<file path="config.mk">
export PLATFORM = sky130hd
export DESIGN_NAME = lld_regs
export DESIGN_NICKNAME = d
export VERILOG_FILES = /design/src/hdl/lld_pkg.sv /design/src/hdl/lld_regs.sv /design/src/hdl/lld_level_sel.sv
export SDC_FILE = /design/constraint.sdc
export NUM_CORES = 1
export LEC_CHECK = 0
export BUFFER_PORTS_ARGS = -buffer_cell sky130_fd_sc_hd__buf_2
export CORE_MARGIN = 10
export CORE_UTILIZATION = 55
export DETAILED_ROUTE_END_ITERATION = 6
export PLACE_DENSITY = 0.85
export RECOVER_POWER = 100
export SYNTH_ARGS = -nofsm -noshare
export SYNTH_HDL_FRONTEND = slang
export SYNTH_SLANG_ARGS = --single-unit
</file>
<file path="constraint.sdc">
create_clock -name ref_clk_i -period 1.9 [get_ports ref_clk_i]
set_input_delay 0.095 -clock ref_clk_i [delete_from_list [all_inputs] [get_ports ref_clk_i]]
set_output_delay 0.095 -clock ref_clk_i [all_outputs]
set_load 0.01 [all_outputs]
</file>
<file path="src/hdl/lld_pkg.sv">
// constants for the indicator 3 pin and line driver level register group
// assumes a 16-bit register port with word offsets
package lld_pkg;
    localparam logic [9:0] ADDR_IND3_CFG = 10'h306;
    localparam logic [9:0] ADDR_CLK_STATUS = 10'h308;
    localparam logic [9:0] ADDR_LEVEL_A = 10'h30b;
    localparam logic [9:0] ADDR_LEVEL_B = 10'h30c;
    localparam logic [9:0] ADDR_IO_CFG = 10'h302;
    localparam logic [15:0] RST_IND3_CFG = 16'h0008;
    localparam logic [15:0] RST_CLK_STATUS = 16'h0002;
    localparam logic [15:0] RST_LEVEL_A = 16'h3c00;
    localparam logic [15:0] RST_LEVEL_B = 16'h0410;
    localparam logic [15:0] RST_IO_CFG = 16'h0000;
    localparam int IO_OWNER_BIT = 6;
    localparam logic [2:0] SRC_NORMAL = 3'h0;
    localparam logic [2:0] SRC_WOL = 3'h2;
    localparam logic [2:0] SRC_CRS_A = 3'h3;
    localparam logic [2:0] SRC_IRQ = 3'h4;
    localparam logic [2:0] SRC_CRS_B = 3'h5;
    localparam logic [2:0] SRC_CRS_C = 3'h6;
    localparam logic [2:0] SRC_HIGH = 3'h7;
    localparam logic [1:0] SYM_ZERO = 2'h0;
    localparam logic [1:0] SYM_PLUS = 2'h1;
    localparam logic [1:0] SYM_MINUS = 2'h2;
endpackage : lld_pkg

</file>
<file path="src/hdl/lld_regs.sv">
// register group for indicator pin 3 source, clock pin owner and line levels
// assumes a single-cycle register port; wake, carrier sense and interrupt pin inputs are synchronised here
// Function
// - pin 3 source code is fixed at 0 normal; codes 2 wake, 3/5/6 carrier sense, 4 interrupt, 7 high are decoded but never set.
// - status bit 0 is read-only, 0 for clock output, 1 for second indicator.
// - mdi minus-one code sits at level a bits 11-6, reset 30h.
// - mdix plus-one code sits at level b bits 11-6, reset 10h.
// - mdi plus-one code sits at level b bits 5-0, reset 10h.
// - zero symbol code sits at level a bits 5-0, writable, reset 0.
// - io config bit 6 chooses clock output (0) or second indicator (1).
//
// Added by the designer: strobed register access.
`timescale 1ns/100ps
module lld_regs
    import lld_pkg::*;
(
    input wire logic ref_clk_i,
    input wire logic rst_i,
    input wire logic [9:0] addr_i,
    input wire logic [15:0] wdata_i,
    input wire logic wr_i,
    input wire logic rd_i,
    output logic [15:0] rdata_o,
    input wire logic ind3_normal_i,
    input wire logic wol_i,
    input wire logic crs_i,
    input wire logic irq_i,
    input wire logic ref_clock_25m_i,
    input wire logic [1:0] symbol_i,
    input wire logic mdix_i,
    output logic indicator_pin_3_o,
    output logic ref_clock_25m_output_o,
    output logic ref_clock_25m_output_oe_o,
    output logic [5:0] dac_code_o
);
    typedef struct packed {
        logic [15:0] io_cfg;
        logic [15:0] ind3_cfg;
        logic [15:0] clk_status;
        logic [15:0] level_a;
        logic [15:0] level_b;
        logic [15:0] rdata;
        logic [5:0] dac;
        logic ind3;
        logic [1:0] wol_s;
        logic [1:0] crs_s;
        logic [1:0] irq_s;
    } lld_state_type;

    lld_state_type r;
    lld_state_type next_r;
    logic [5:0] sel_code;
    logic [5:0] minus_mdix;
    logic [2:0] indicator3_source_select;
    logic ref_clock_pin_owner_select;

    function automatic logic [15:0] read_mux(input logic [9:0] a, input lld_state_type s);
        unique case (a)
            ADDR_IO_CFG: read_mux = s.io_cfg;
            ADDR_IND3_CFG: read_mux = s.ind3_cfg;
            ADDR_CLK_STATUS: read_mux = s.clk_status;
            ADDR_LEVEL_A: read_mux = s.level_a;
            ADDR_LEVEL_B: read_mux = s.level_b;
            default: read_mux = 16'h0000;
        endcase
    endfunction : read_mux

    assign indicator3_source_select = r.ind3_cfg[2:0];
    assign ref_clock_pin_owner_select = r.io_cfg[IO_OWNER_BIT];
    assign minus_mdix = {r.level_a[13:12], r.level_b[15:12]};

    lld_level_sel u_sel (
        .symbol_i(symbol_i),
        .mdix_i(mdix_i),
        .zero_code_i(r.level_a[5:0]),
        .plus_mdi_i(r.level_b[5:0]),
        .plus_mdix_i(r.level_b[11:6]),
        .minus_mdi_i(r.level_a[11:6]),
        .minus_mdix_i(minus_mdix),
        .code_o(sel_code)
    );

    always_comb begin
        next_r = r;
        next_r.wol_s = {r.wol_s[0], wol_i};
        next_r.crs_s = {r.crs_s[0], crs_i};
        next_r.irq_s = {r.irq_s[0], irq_i};
        next_r.rdata = 16'h0000;
        if (rd_i) begin
            next_r.rdata = read_mux(addr_i, r);
        end
        if (wr_i) begin
            unique case (addr_i)
                ADDR_IO_CFG: next_r.io_cfg = wdata_i & (16'h0001 << IO_OWNER_BIT);
                // pin 3 source field reads fixed; bits 5-3 writable
                ADDR_IND3_CFG: next_r.ind3_cfg = {10'h000, wdata_i[5:3], r.ind3_cfg[2:0]};
                ADDR_CLK_STATUS: next_r.clk_status[15:1] = wdata_i[15:1];
                ADDR_LEVEL_A: next_r.level_a = {2'h0, wdata_i[13:0]};
                ADDR_LEVEL_B: next_r.level_b = wdata_i;
                default: next_r.level_b = r.level_b;
            endcase
        end
        next_r.clk_status[0] = ref_clock_pin_owner_select;
        unique case (indicator3_source_select)
            SRC_NORMAL: next_r.ind3 = ind3_normal_i;
            SRC_WOL: next_r.ind3 = r.wol_s[1];
            SRC_CRS_A, SRC_CRS_B, SRC_CRS_C: next_r.ind3 = r.crs_s[1];
            SRC_IRQ: next_r.ind3 = r.irq_s[1];
            SRC_HIGH: next_r.ind3 = 1'b1;
            default: next_r.ind3 = 1'b0;
        endcase
        next_r.dac = sel_code;
    end

    always_ff @(posedge ref_clk_i) begin
        if (rst_i) begin
            r <= '0;
            r.io_cfg <= RST_IO_CFG;
            r.ind3_cfg <= RST_IND3_CFG;
            r.clk_status <= RST_CLK_STATUS;
            r.level_a <= RST_LEVEL_A;
            r.level_b <= RST_LEVEL_B;
        end else begin
            r <= next_r;
        end
    end

    assign rdata_o = r.rdata;
    assign indicator_pin_3_o = r.ind3;
    assign dac_code_o = r.dac;
    assign ref_clock_25m_output_o = ref_clock_25m_i & ~ref_clock_pin_owner_select;
    assign ref_clock_25m_output_oe_o = ~ref_clock_pin_owner_select;
endmodule : lld_regs

</file>
<file path="src/hdl/lld_level_sel.sv">
// picks the dac code for one mlt-3 symbol
// assumes symbol and crossover state come from the same clock domain
`timescale 1ns/100ps
module lld_level_sel
    import lld_pkg::*;
(
    input wire logic [1:0] symbol_i,
    input wire logic mdix_i,
    input wire logic [5:0] zero_code_i,
    input wire logic [5:0] plus_mdi_i,
    input wire logic [5:0] plus_mdix_i,
    input wire logic [5:0] minus_mdi_i,
    input wire logic [5:0] minus_mdix_i,
    output logic [5:0] code_o
);
    always_comb begin
        unique case (symbol_i)
            SYM_PLUS: code_o = mdix_i ? plus_mdix_i : plus_mdi_i;
            SYM_MINUS: code_o = mdix_i ? minus_mdix_i : minus_mdi_i;
            default: code_o = zero_code_i;
        endcase
    end
endmodule : lld_level_sel

</file>
## After elaboration in Yosys (flattened, before gate mapping)

Index checks and enable logic that the tools add are counted.

- Shift operators: 0
- Reduce and logical (&&, ||, !) cells: 6
- Order comparisons: 0
- Eq/ne operators: 7
- Bitwise gates (word level): 3
- Multiply operators: 0
- Add/subtract/negate cells: 0
- Mux-type cells: 4
- Divide/modulo/power cells: 0

Operator list:

| operator | count |
|---|---|
| 16-bit case mux with 5 select lines | 1 |
| 10-bit == test (second input constant) | 5 |
| 6-bit two-way mux | 2 |
| 6-bit case mux with 2 select lines | 1 |
| 2-bit AND reduction | 5 |
| 2-bit by 1-bit == test with 1-bit output (second input constant) | 1 |
| 2-bit == test (second input constant) | 1 |
| 1-bit inverter | 2 |
| 2-bit OR reduction | 1 |
| 1-bit AND | 1 |

- Logic and storage cells: 29
- Bits in read-only memories: 0
- Bits in latches: 0
- Flip-flop bits (word level): 73
- Memories: 0
- RAM bits: 0

## Logic depth before layout (Yosys ltp)

Gate-level depths: netlist of run 1.

- Word-level depth: 2
- Depth in mapped cells: 6
- Depth with buffers taken out: 4

## Hierarchy

Synthesis of run 1 repeated with hierarchy kept, for this count alone.

- Cell total of the unflattened synthesis: 381
- Area total of the unflattened synthesis: 3269.4 µm²

Modules (own cells, without submodules):

| module | area an instance (µm²) | cells each | instances | sequential area each (µm²) |
|---|---|---|---|---|
| lld_regs | 3017.9 | 350 | 1 | 1461.4 |
| lld_level_sel | 251.5 | 31 | 1 | 0.0 |

## Worst setup path after synthesis of run 1

OpenSTA, ideal clock, no wires.

- Path kind: in2reg
- Start point: in addr_i[5]
- End point: reg r[36] in the netlist's numbering
- Library setup time: 0.071 ns
- Arrival time: 1.397 ns
- Setup slack: 0.432 ns
- Data required time: 1.829 ns
- Stages on the path: 5
- Path through: or4_4 -> nor4_4 -> buf_6 -> nand2_1 -> a21oi_1

- Longest elaborated chain between the ends: 2

RTL lines:

| element | line | text |
|---|---|---|
| start, declared | lld_regs.sv:19 | `input wire logic [9:0] addr_i,` |
| 10-bit == test | lld_regs.sv:93 | `unique case (addr_i)` |
| 2-bit AND reduction (no line) | -- |  |
| end signal, assigned | lld_regs.sv:124 | `r <= next_r;` |
| end, declared | lld_regs.sv:50 | `lld_state_type r;` |

Every way passes these cells.
A chain may end at the register's enable or synchronous reset.

## Final worst setup path of run 1

- Start point: in addr_i[4]
- End point: reg r[37] in the netlist's numbering

Same word-level chain as after synthesis.

==> results.txt, run 1 <==
Flip-flop and latch count after synthesis: 73. Count of nets left with antenna violations after detail routing: 0. The synthesized instance count is 346.

TritonCTS built the clock tree. The run gives 0.444 as the sequential element share of the synthesized area. Routability-driven placement finished with a final weighted congestion of 0.825. The worst slack after detailed placement is 0.249 ns, and the switching share of power is 0.213. The internal power of the cells totals 2.53 mW. The fraction of synthesized area in multiplexers was 0.192.

For this run, design rule violations remaining after detail routing come to 0. The violation count after the first detailed-routing iteration is 180, and the max-cap check violation count is 0. The tools report the share of total power in the clock network as 0.459. The flow ran to the end, and the final reports show no timing, DRC or antenna violations. Global routing finished with a remaining overflow of 0.

The clock passes through at most 2 buffers. The average footprint of a synthesized cell was 9.51 µm². During placement, the flow inserted port buffers numbering 59. The synthesized netlist net count came out at 386. The clock net in this run drives a total of 73 sinks. The run gives 9 as the number of buffers inserted during clock tree synthesis. The startpoint of the worst register-to-register path was r[38]$_SDFFE_PP0P_. The routed design could run at a clock period as short as 1.56 ns. The peak ir drop on the vdd network came out at 0.542 mV. In this run the worst hold path is classified as primary input to flip-flop. The worst setup path startpoint was addr_i[4]. The effective utilization at floorplan came out at 0.562. The capture instance of the worst register-to-register path is dac_code_o[3]$_SDFF_PP0_. Summing every instance area after synthesis gives 0.00329 mm². The final clock period utilization by the worst path came out at 0.824. During I/O placement, the number of pins put on the boundary was 63. The first global-routing pass estimated 13.2 mm of wire. Sequential group share of total power: 0.479.

Startpoint type of the worst setup path: a primary input. The tools report the final net count as 434. The routed layout has 2668 vias. The endpoint class of the critical path is a flip-flop. The post-synthesis simple-gate area fraction was 0.189. Fraction of final layout cells sized beyond drive strength 1: 0.213.

The first-pass iteration count of the detailed router is 4, and the count of cells resized by post-cts repair is 0. The per-cell routed wire length is 17.3 µm. The final core utilization is 0.649, and the insertion delay to the later sink of the worst-skew pair is 0.35 ns.

The run gives 0 as the total count of max-transition violations in the final report. The clock-pin slew reported for the worst setup and hold paths after clock tree synthesis was 0.07 ns. For this block, the routed nets add up to 8.21 mm of wire. The logs give 37 for the number of distinct library cells after synthesis and 0.00355 mm² for the placement-stage cell area. The depth of the worst register-to-register path is 3, and the via count of the first global-routing pass is 2724. Setup violations remaining at the end of the flow were counted as 0.

In this run the power spent charging and discharging nets is 686 µW. In this run the power density over the cells is 848 mW/mm². Pin count of the biggest net entering global routing: 58.

The logs give 0.639 GHz for the maximum operating frequency and 3 for the level count of the clock H-tree. Setup repair after global routing left no endpoint under its margin. For the pin with the worst max-slew slack, the measured transition is 0.921 ns. The clock arrives with 0.00692 ns of skew. The area growth from synthesis to layout is 15.4%.

During synthesis, Yosys emitted a total of 0 warnings. The die area was 0.00948 mm²; the half-perimeter wire length after detailed placement was 5.73 mm. Along the worst path, the maximum fanout reaches 16. The kind of critical path is primary input to flip-flop. The die is 97.4 µm wide.

The adder-cell area share of the yosys netlist was 0.00760. Following the worst setup path forward leads to its endpoint at r[37]$_SDFFE_PP0P_. The logs give 0 for the initial antenna violation count and 0.386 for the max-slew headroom at the worst pin. The library cell used most frequently in the layout, excluding fill and tap cells, is dfxtp_1. The fraction of the mapped netlist area in compound gates came out at 0.0863. In the layout the commonest cells are dfxtp_1 (73), nor2_1 (43), nand2_1 (37). The design draws 3.22 mW.

The floorplan has 28 rows. Overall global routing resource usage: 0.170. The floorplan step set the die height to 97.4 µm. For the final routed database, the setup TNS stands at 0 ns.

The design area was 0.00380 mm². The post-route worst setup slack was 0.335 ns. The setup check on the worst reg-to-reg path leaves a slack of 0.74 ns.

The combinational power share is 0.062. The xor-xnor portion of the synthesized cell area works out to 0. For the worst setup path, the data required time is 2.11 ns.

The root buffer cell chosen for the clock tree is clkbuf_8. The analysis attributes to cell leakage a power of 1.66 nW. After synthesis, the largest family of logic cells by area is multiplexers. The arrival time at the worst endpoint is 1.78 ns, and the via density per instance is 5.62. Number of hold violations in the final report: 0. Placeable core area: 0.00585 mm².
-- critical path: stages --
cell and delay [ns]:
buf_2 0.10, nor4_1 0.50, clkbuf_1 0.28, nand4_1 0.12, clkbuf_1 0.41, nand2_1 0.19, a21oi_1 0.08
-- stage by stage --
| stage | hold WS (ns) | instances |
|---|---|---|
| 3_5_place_dp | 0.318 | 452 |
| 4_1_cts | 0.00318 | 474 |
| 5_1_grt | 0.0256 | 474 |
| 3_3_place_gp | 0.308 | 452 |
| 6_report | 0.00634 | 475 |
| 2_1_floorplan | 0.219 | 346 |
-- how the worst min path moves through the flow --
stage	from	to	slack, ns	depth (start not counted)
after floorplan	wdata_i[4]	r[33]$_SDFFE_PP1P_	0.22	2
after global placement	ind3_normal_i	indicator_pin_3_o$_SDFF_PP0_	0.31	2
after detailed placement	ind3_normal_i	indicator_pin_3_o$_SDFF_PP0_	0.32	2
after CTS	wdata_i[15]	r[76]$_SDFFE_PP0P_	0.003	3
after global routing	wdata_i[14]	r[75]$_SDFFE_PP0P_	0.03	3
final	wdata_i[15]	r[76]$_SDFFE_PP0P_	0.006	3
-- layer usage --
metal,up-vias,global-route usage,wire (µm)
met3,30,0.0405,596
met2,101,0.295,4180
met5,-,0,0
li1,1284,-,-
met4,0,0.114,323
met1,1253,0.178,3110
-- power by group through the flow --
stage | clock network, mW | logic [mW] | registers, mW
detailed placement | 0 | 0.195 | 1.58
global route | 1.54 | 0.217 | 1.54
finish | 1.48 | 0.200 | 1.54
CTS | 1.49 | 0.206 | 1.54
floorplan | 0 | 0.112 | 1.58
global placement | 0 | 0.190 | 1.58
-- registers in the layout, summed over array words and instances (netlist names) --
name,flops
dac_code_o,6
rdata_o,16
next_r,1
r,43
minus_mdix,6
indicator_pin_3_o,1
-- cells by family after synthesis --
| kind of cell | Yosys count |
|---|---|
| AOI/OAI and AO/OA | 41 |
| adders and majority gates | 2 |
| buffers and inverters | 45 |
| DFF | 73 |
| muxes | 60 |
| and+or+nand+nor | 125 |
-- repair_timing --
action / CTS / global route
endpoints found under the hold margin: 9 / 0
hold buffers: 6 / 0
setup buffers: 0 / 0
-- area by class of cell --
| class | count | area, µm² |
|---|---|---|
| clock buffer | 11 | 141 |
| sequential | 73 | 1460 |
| antenna | 1 | 2.50 |
| tap | 75 | 93.8 |
| inverter | 5 | 18.8 |
| multi-input combinational | 228 | 1550 |
| clock inverter | 5 | 103 |
| fill | 477 | 2050 |
| timing repair buffer | 77 | 428 |
-- cells in the mapped netlist --
library cell  instances  share of area
dfxtp_1              73           0.44
nor2_1               43          0.049
nand2_1              37          0.042
mux2i_1              35           0.11
mux2_2               25          0.086
buf_4                22          0.050
a21oi_1              15          0.023
a22oi_1              11          0.025
nor3_1               10          0.015
clkbuf_1              9          0.010
nor2b_1               8          0.015
a221oi_1              6          0.016
buf_2                 6         0.0091
inv_1                 5         0.0057
nand2b_1              5         0.0095
a22o_1                3         0.0080
nand3_1               3         0.0046
a32oi_1               2         0.0053
and4_1                2         0.0053
buf_1                 2         0.0023
ha_1                  2         0.0076
nand3b_1              2         0.0046
nand4_1               2         0.0038
nor3b_1               2         0.0046
nor4_1                2         0.0038
nor4_4                2          0.013
o21ai_0               2         0.0030
a2111o_1              1         0.0034
a211o_1               1         0.0027
and2_1                1         0.0019
and3_1                1         0.0019
and3b_1               1         0.0027
buf_6                 1         0.0034
nor4b_1               1         0.0027
nor4bb_1              1         0.0030
or3b_1                1         0.0027
or4_4                 1         0.0034
Note: power is estimated with default switching activity, not from simulation.
==> inputs of run 2 (changes only) <==
CORE_UTILIZATION = 49   (was 55)
PLACE_DENSITY = 0.81   (was 0.85)
clock period = 1.4 ns   (was 1.9 ns; I/O delays follow)
==> results.txt, run 2 (synthesis results as in run 1) <==
The flow ran to the end, and the final reports show no timing, DRC or antenna violations. The number of cell rows came out at 29 (+3.6%). The pin count of the biggest net entering global routing is 58 (unchanged). The vias after detailed routing came out at 2715 (+1.8%). The run gives 0 (-1) as the count of inserted antenna diode cells. The data required time of the critical path was 1.69 ns (-0.42 ns). Largest register by flop count: r. Half-perimeter wire length after detailed placement: 6.09 mm (+6.3%).

The run gives 8.65 mm (+5.4%) as the total wire length. The effective utilization at floorplan is 0.512 (-0.0501), and the first-pass iteration count of the detailed router is 4 (unchanged). The initial antenna violation count came out at 0 (unchanged). The final standard cell count with taps included and fillers excluded is 497 (+4.6%), and the maximum fanout count along the critical path is 11 (-5).

By startpoint and endpoint, the worst setup path is classified as primary input to flip-flop. The kind of cell with the highest combined delay along the critical path is simple AND/OR/NAND/NOR gates. The stage delay of the slowest cell on the critical path is 0.46 ns (-0.04 ns). The power density relative to cell area is 1040 mW/mm² (+23%). Count of final setup violators: 0 (unchanged). The logs give 956 µW (+39%) for the switching power of the nets and 3 (unchanged) for the level count of the clock H-tree. The via count of the first global-routing pass was 2830 (+3.9%). The via density per instance came out at 5.46 (-2.7%). The number of hold violations in the final report came out at 0 (unchanged). The die extent in x works out to 102 µm (+4.7%). Startpoint type of the worst setup path: a primary input. For the count of cells resized by post-cts repair, the log shows 0 (unchanged). The run gives 9 (unchanged) as the number of buffers inserted during clock tree synthesis. CTS placed an instance of clkbuf_8 at the clock tree root.

The path class of the tightest hold or removal check is primary input to flip-flop. The tools report the final net count as 455 (+4.8%). The insertion delay to the later sink of the worst-skew pair is 0.36 ns (about the same). Combinational power share: 0.077 (+0.015). TritonCTS built the clock tree. The tools report the peak ir drop on the vdd network as 0.585 mV (+7.9%).

The wire length of the first global-routing pass came out at 14.0 mm (+5.5%). The logs give 0.916 (+11%) for the weighted congestion at the end of routability-driven global placement and 0 (unchanged) for the total count of max-transition violations in the final report. The final clock period utilization by the worst path is 0.885. The signed area change from the synthesized netlist to the final layout was 19.5%.

The sequential group share of total power is 0.510 (+0.031), and the post-layout minimum cycle time is 1.24 ns. The maximum operating frequency is 0.807 GHz. The max-cap check violation count was 0 (unchanged); the design area was 0.00393 mm² (+3.6%). The logs give 0.00364 mm² (+2.8%) for the placement-stage cell area and 63 (unchanged) for the top-level port count. Number of flip-flops in the largest register: 43 (unchanged). Per-cell routed wire length: 17.4 µm (+0.78%).

Leaving out fill and tap cells, the most frequent cells in the layout are dfxtp_1 (73), nor2_1 (43), nand2_1 (37). The slowest stage of the critical path belongs to the cell or3b_1. Aggregate global routing overflow: 0 (unchanged). The worst setup path is captured at a flip-flop. The cell-internal power was 3.15 mW (+24%). The count of buffer and inverter cells on the critical path is 2 (-1), and the violation count after the first detailed-routing iteration is 203 (+13%).

The run gives 73 (unchanged) as the number of sinks driven by the clock tree. The fraction of final layout cells sized beyond drive strength 1 was 0.226 (+0.0132); the maximum root-to-sink buffer count was 2 (unchanged). The run gives 0.00642 mm² (+9.8%) as the placeable core area. The switching share of power is 0.233 (+0.0197), and the worst setup skew after layout is 0.00352 ns (-0.00340 ns). The setup TNS after final layout is 0 ns (unchanged), and the overall global routing resource usage is 0.173 (+0.00294).

The number of port buffers works out to 59 (unchanged). Count of nets left with antenna violations after detail routing: 0 (unchanged). For the static leakage, the log shows 1.73 nW (+4.1%). The transition at the pin with the smallest max-transition slack was 0.574 ns (-0.347 ns).

The run gives 1.52 ns (-0.26 ns) as the arrival time at the worst endpoint. Setup repair after global routing left no endpoint under its margin. The DRC violation count after routing was 0 (unchanged); the post-route worst setup slack was 0.161 ns (-0.175 ns).

The max-slew headroom at the worst pin came out at 0.617 (+0.231). The library cell used most frequently in the layout, excluding fill and tap cells, is dfxtp_1. The die area is 0.0104 mm² (+9.7%), and the instance count after placement with tap cells included is 465 (+2.9%). The critical path goes through buf_2, or3b_1, a2111o_1, clkbuf_2, nor2_1.

The share of total power in the clock network was 0.414 (-0.045); the vertical extent of the die was 102 µm (+4.7%). The worst slack after detailed placement is -0.165 ns (-0.414 ns). The clock-pin slew reported for the worst setup and hold paths after clock tree synthesis was 0.07 ns (about the same).
## run 2: cell types whose count changed in the layout (fill, tap and decap cells not counted), moves of 2 or more
| cell | previous run | this run |
|---|---|---|
| buf_4 | 7 | 16 |
| bufinv_16 | 3 | 1 |
| clkbuf_1 | 29 | 31 |
| clkinv_2 | 1 | 3 |
| dlygate4sd3_1 | 6 | 16 |
## run 2: stage by stage
stage | power (mW) | utilization | hold WS [ns]
after detailed placement | 2.43 | 0.568 | 0.300
after floorplan | 2.29 | - | 0.194
after CTS | 4.14 | 0.624 | 0.00169
final | 4.10 | 0.612 | 0.00948
after global placement | 2.42 | 0.568 | 0.283
after global routing | 4.24 | 0.612 | 0.0134
## run 2: worst paths after layout
check        slack, ns  cells past startpoint                        to               start
max               0.16                      5     rdata_o[7]$_SDFF_PP0_           addr_i[0]
min              0.009                      3        r[38]$_SDFFE_PP0P_          wdata_i[9]
max reg2reg       0.21                      3  dac_code_o[5]$_SDFF_PP0_  r[40]$_SDFFE_PP0P_
min reg2reg       0.47                      2        r[34]$_SDFFE_PP0P_  r[34]$_SDFFE_PP0P_
## run 2: layout make-up
cell class                 instances  area [µm²]
clock inverter                     5        53.8
timing repair buffer              98         587
inverter                           5        18.8
multi-input combinational        228        1560
clock buffer                      11         151
fill                             549        2490
tap                               77        96.3
sequential                        73        1460
## run 2: layer usage
metal	vias up	global-route usage	wire length, µm	part of all wire
li1	1317	-	-	-
met1	1318	0.193	3530	0.41
met2	69	0.307	4460	0.52
met3	11	0.0526	526	0.061
met4	0	0.0607	133	0.015
met5	-	0	0	0
## run 2: power groups by stage
stage	registers (mW)	logic, mW	clock network (mW)
6_report	2.09	0.314	1.70
5_1_grt	2.09	0.343	1.81
4_1_cts	2.09	0.320	1.72
3_5_place_dp	2.14	0.285	0
3_3_place_gp	2.14	0.278	0
2_1_floorplan	2.14	0.153	0
## run 2: worst reg2reg max path, stage by stage, from the launching register on
cell,delay (ns)
dfxtp_1,0.34
mux2_2,0.27
a221oi_1,0.37
nor3_1,0.08
## run 2: timing repair
item,in CTS,in global routing
endpoints found under the hold margin,35,0
hold buffers,16,0
setup buffers,0,0
==> inputs of run 3 (changes only) <==
--- a/config.mk
+++ b/config.mk
@@ -10,6 +10,7 @@
 export CORE_UTILIZATION = 49
 export DETAILED_ROUTE_END_ITERATION = 6
-export PLACE_DENSITY = 0.81
+export PLACE_DENSITY_LB_ADDON = 0.12
 export RECOVER_POWER = 100
+export SETUP_SLACK_MARGIN = 0.4
 export SYNTH_ARGS = -nofsm -noshare
 export SYNTH_HDL_FRONTEND = slang
==> constraint.sdc (replaced) <==
create_clock -name ref_clk_i -period 1.4 [get_ports ref_clk_i]
set_input_delay 0.28 -clock ref_clk_i [delete_from_list [all_inputs] [get_ports ref_clk_i]]
set_output_delay 0.28 -clock ref_clk_i [all_outputs]
set_load 0.01 [all_outputs]
==> results.txt, run 3 (synthesis results as in run 1) <==
The run finished, with violations left. The checks that failed: negative setup slack. The instance count after placement with tap cells included was 475 (+2.2%); the wire length of the first global-routing pass was 15.2 mm (+8.7%). The number of flip-flops in the largest register was 43 (unchanged); the pin count of the biggest net entering global routing was 58 (unchanged). Data required time of the critical path: 1.67 ns (-0.02 ns). The run gives 0 (-16) as the number of hold buffers added after cts. The tools report the number of sinks driven by the clock tree as 73 (unchanged). The tools report the count of inserted antenna diode cells as 0 (unchanged). CTS placed an instance of clkbuf_8 at the clock tree root.

The maximum fanout count along the critical path is 8 (-3), and the fraction of final layout cells sized beyond drive strength 1 is 0.490 (+0.263). The worst setup path is captured at a flip-flop. For the worst setup skew after layout, the log shows 0.00780 ns (+0.00428 ns).

The clock-pin slew reported for the worst setup and hold paths after clock tree synthesis works out to 0.08 ns (about the same). The half-perimeter wire length after detailed placement is 6.35 mm (+4.2%), and the die area is 0.0104 mm² (unchanged). The arrival time at the worst endpoint is 1.70 ns (+0.18 ns), and the count of nets left with antenna violations after detail routing is 0 (unchanged). The count of final setup violators was 1 (+1); the top-level port count was 63 (unchanged). The via count of the first global-routing pass was 2923 (+3.3%). Power density relative to cell area: 888 mW/mm² (-15%).

The post-layout minimum cycle time is 1.43 ns (+0.189 ns), and the post-route worst setup slack is -0.0283 ns (-0.189 ns). The run gives 0 (unchanged) as the DRC violation count after routing. The overall global routing resource usage came out at 0.188 (+0.0146). By startpoint and endpoint, the worst setup path is classified as primary input to flip-flop. Final clock period utilization by the worst path: 1.02 (+0.135). The run gives 0.35 ns (about the same) as the insertion delay to the later sink of the worst-skew pair. The design area is 0.00462 mm² (+18%).

The type of the tightest min-delay check was primary input to flip-flop. The run gives 3 (unchanged) as the level count of the clock H-tree. For the max-cap check violation count, the log shows 0 (unchanged).

The violation count after the first detailed-routing iteration is 150 (-26%), and the per-cell routed wire length is 20.2 µm (+16%). The vias after detailed routing is 2873 (+5.8%). The via density per instance is 5.68 (+3.9%).

The logs give 0.700 GHz (-13%) for the maximum operating frequency and 0.512 (unchanged) for the effective utilization at floorplan. Compared with the post-synthesis result, the final layout area differs by 40.4%. The maximum root-to-sink buffer count came out at 2 (unchanged).

First-pass iteration count of the detailed router: 4 (unchanged). Setup repair after global routing could not meet its margin everywhere. The storage element area was 0.00148 mm² (+1.0%); the aggregate global routing overflow was 0 (unchanged). The vertical extent of the die came out at 102 µm (unchanged). TritonCTS built the clock tree.

The run gives 0.00642 mm² (unchanged) as the placeable core area. The number of cell rows is 29 (unchanged), and the number of port buffers is 59 (unchanged). The run gives 0.138 ns (+0.128 ns) as the minimum hold slack. The final standard cell count with taps included and fillers excluded is 506 (+1.8%), and the filler cell count in the final layout is 468 (-15%). The total count of max-transition violations in the final report is 0 (unchanged). The peak ir drop on the vdd network was 0.809 mV (+38%); the number of buffers inserted during clock tree synthesis was 9 (unchanged). The transition at the pin with the smallest max-transition slack is 0.334 ns (-0.240 ns), and the number of hold violations in the final report is 0 (unchanged).

Weighted congestion at the end of routability-driven global placement: 0.812 (-11%). STA classifies the critical path startpoint as a primary input. The placement-stage cell area was 0.00386 mm² (+6.0%). The logs give 2.08 nW (+20%) for the static leakage and 0.00195 mm² (+25%) for the area of combinational cells with multiple inputs. The max-slew headroom at the worst pin is 0.778 (+0.160). The library cell used most frequently in the layout, excluding fill and tap cells, is dfxtp_1. The library cells used most frequently in the layout, excluding fill and tap cells, are dfxtp_1 (63), nor2_1 (37), mux2i_1 (33). The largest register by flop count is r. Die extent in x: 102 µm (unchanged). The logs give 10.2 mm (+18%) for the total wire length and 4.10 mW (about the same) for the total design power.

The final net count is 464 (+2.0%). Initial antenna violation count: 0 (unchanged).
run 3: cell count changes in the layout (fill, tap and decap cells not counted), sizes merged, moves of 3 or more:
cell         before  now
buf              50   86
clkbuf           43   33
clkinv            4    1
dlygate4sd3      16    0
run 3: per-stage QoR:
step | TNS (ns) | worst slack (ns) | utilization
6_report | -0.0283 | -0.0283 | 0.719
5_1_grt | -0.0291 | -0.0274 | 0.719
4_1_cts | 0 | 0.0367 | 0.676
3_5_place_dp | -16.87 | -0.423 | 0.602
3_3_place_gp | -14.48 | -0.364 | 0.602
2_1_floorplan | -5.52 | -0.191 | -
run 3: area by class of cell:
class | instances | share of cell area
multi-input combinational | 229 | 0.422
sequential | 73 | 0.320
timing repair buffer | 106 | 0.190
clock buffer | 13 | 0.0387
tap | 77 | 0.0209
clock inverter | 3 | 0.00460
inverter | 5 | 0.00406
run 3: layer usage:
metal	routed length, µm	up-vias	track usage
li1	-	1355	-
met1	4260	1407	0.228
met2	5160	94	0.312
met3	589	17	0.0452
met4	215	0	0.0781
met5	0	-	0
run 3: worst paths after layout:
kind	from	endpoint	slack, ns	cells past startpoint
worst max-delay path	addr_i[1]	r[29]$_SDFFE_PP0P_	-0.03	8
worst max register to register	r[53]$_SDFFE_PP0P_	dac_code_o[2]$_SDFF_PP0_	0.23	3
worst min register to register	r[34]$_SDFFE_PP0P_	r[34]$_SDFFE_PP0P_	0.48	2
worst min-delay path	ind3_normal_i	indicator_pin_3_o$_SDFF_PP0_	0.14	2
run 3: what timing repair did:
item                                    CTS  global route
endpoints found under the hold margin     0             0
gates cloned                              3             1
endpoints found under the setup margin   96            96
gates resized for setup                  44           117
pin swaps                                11            24
setup buffers                             9             2
run 3: report_power, final:
| part | total (mW) | switching [mW] | internal (mW) |
|---|---|---|---|
| logic | 0.380 | 0.206 | 0.175 |
| registers | 2.09 | 0.00385 | 2.09 |
| clock network | 1.63 | 0.790 | 0.841 |
run 3: worst max-delay path: stages:
cell,delay [ns]
buf_6,0.09
or3b_4,0.41
buf_6,0.15
nor4_4,0.19
buf_4,0.18
clkbuf_16,0.19
nand2_4,0.06
a21oi_2,0.14
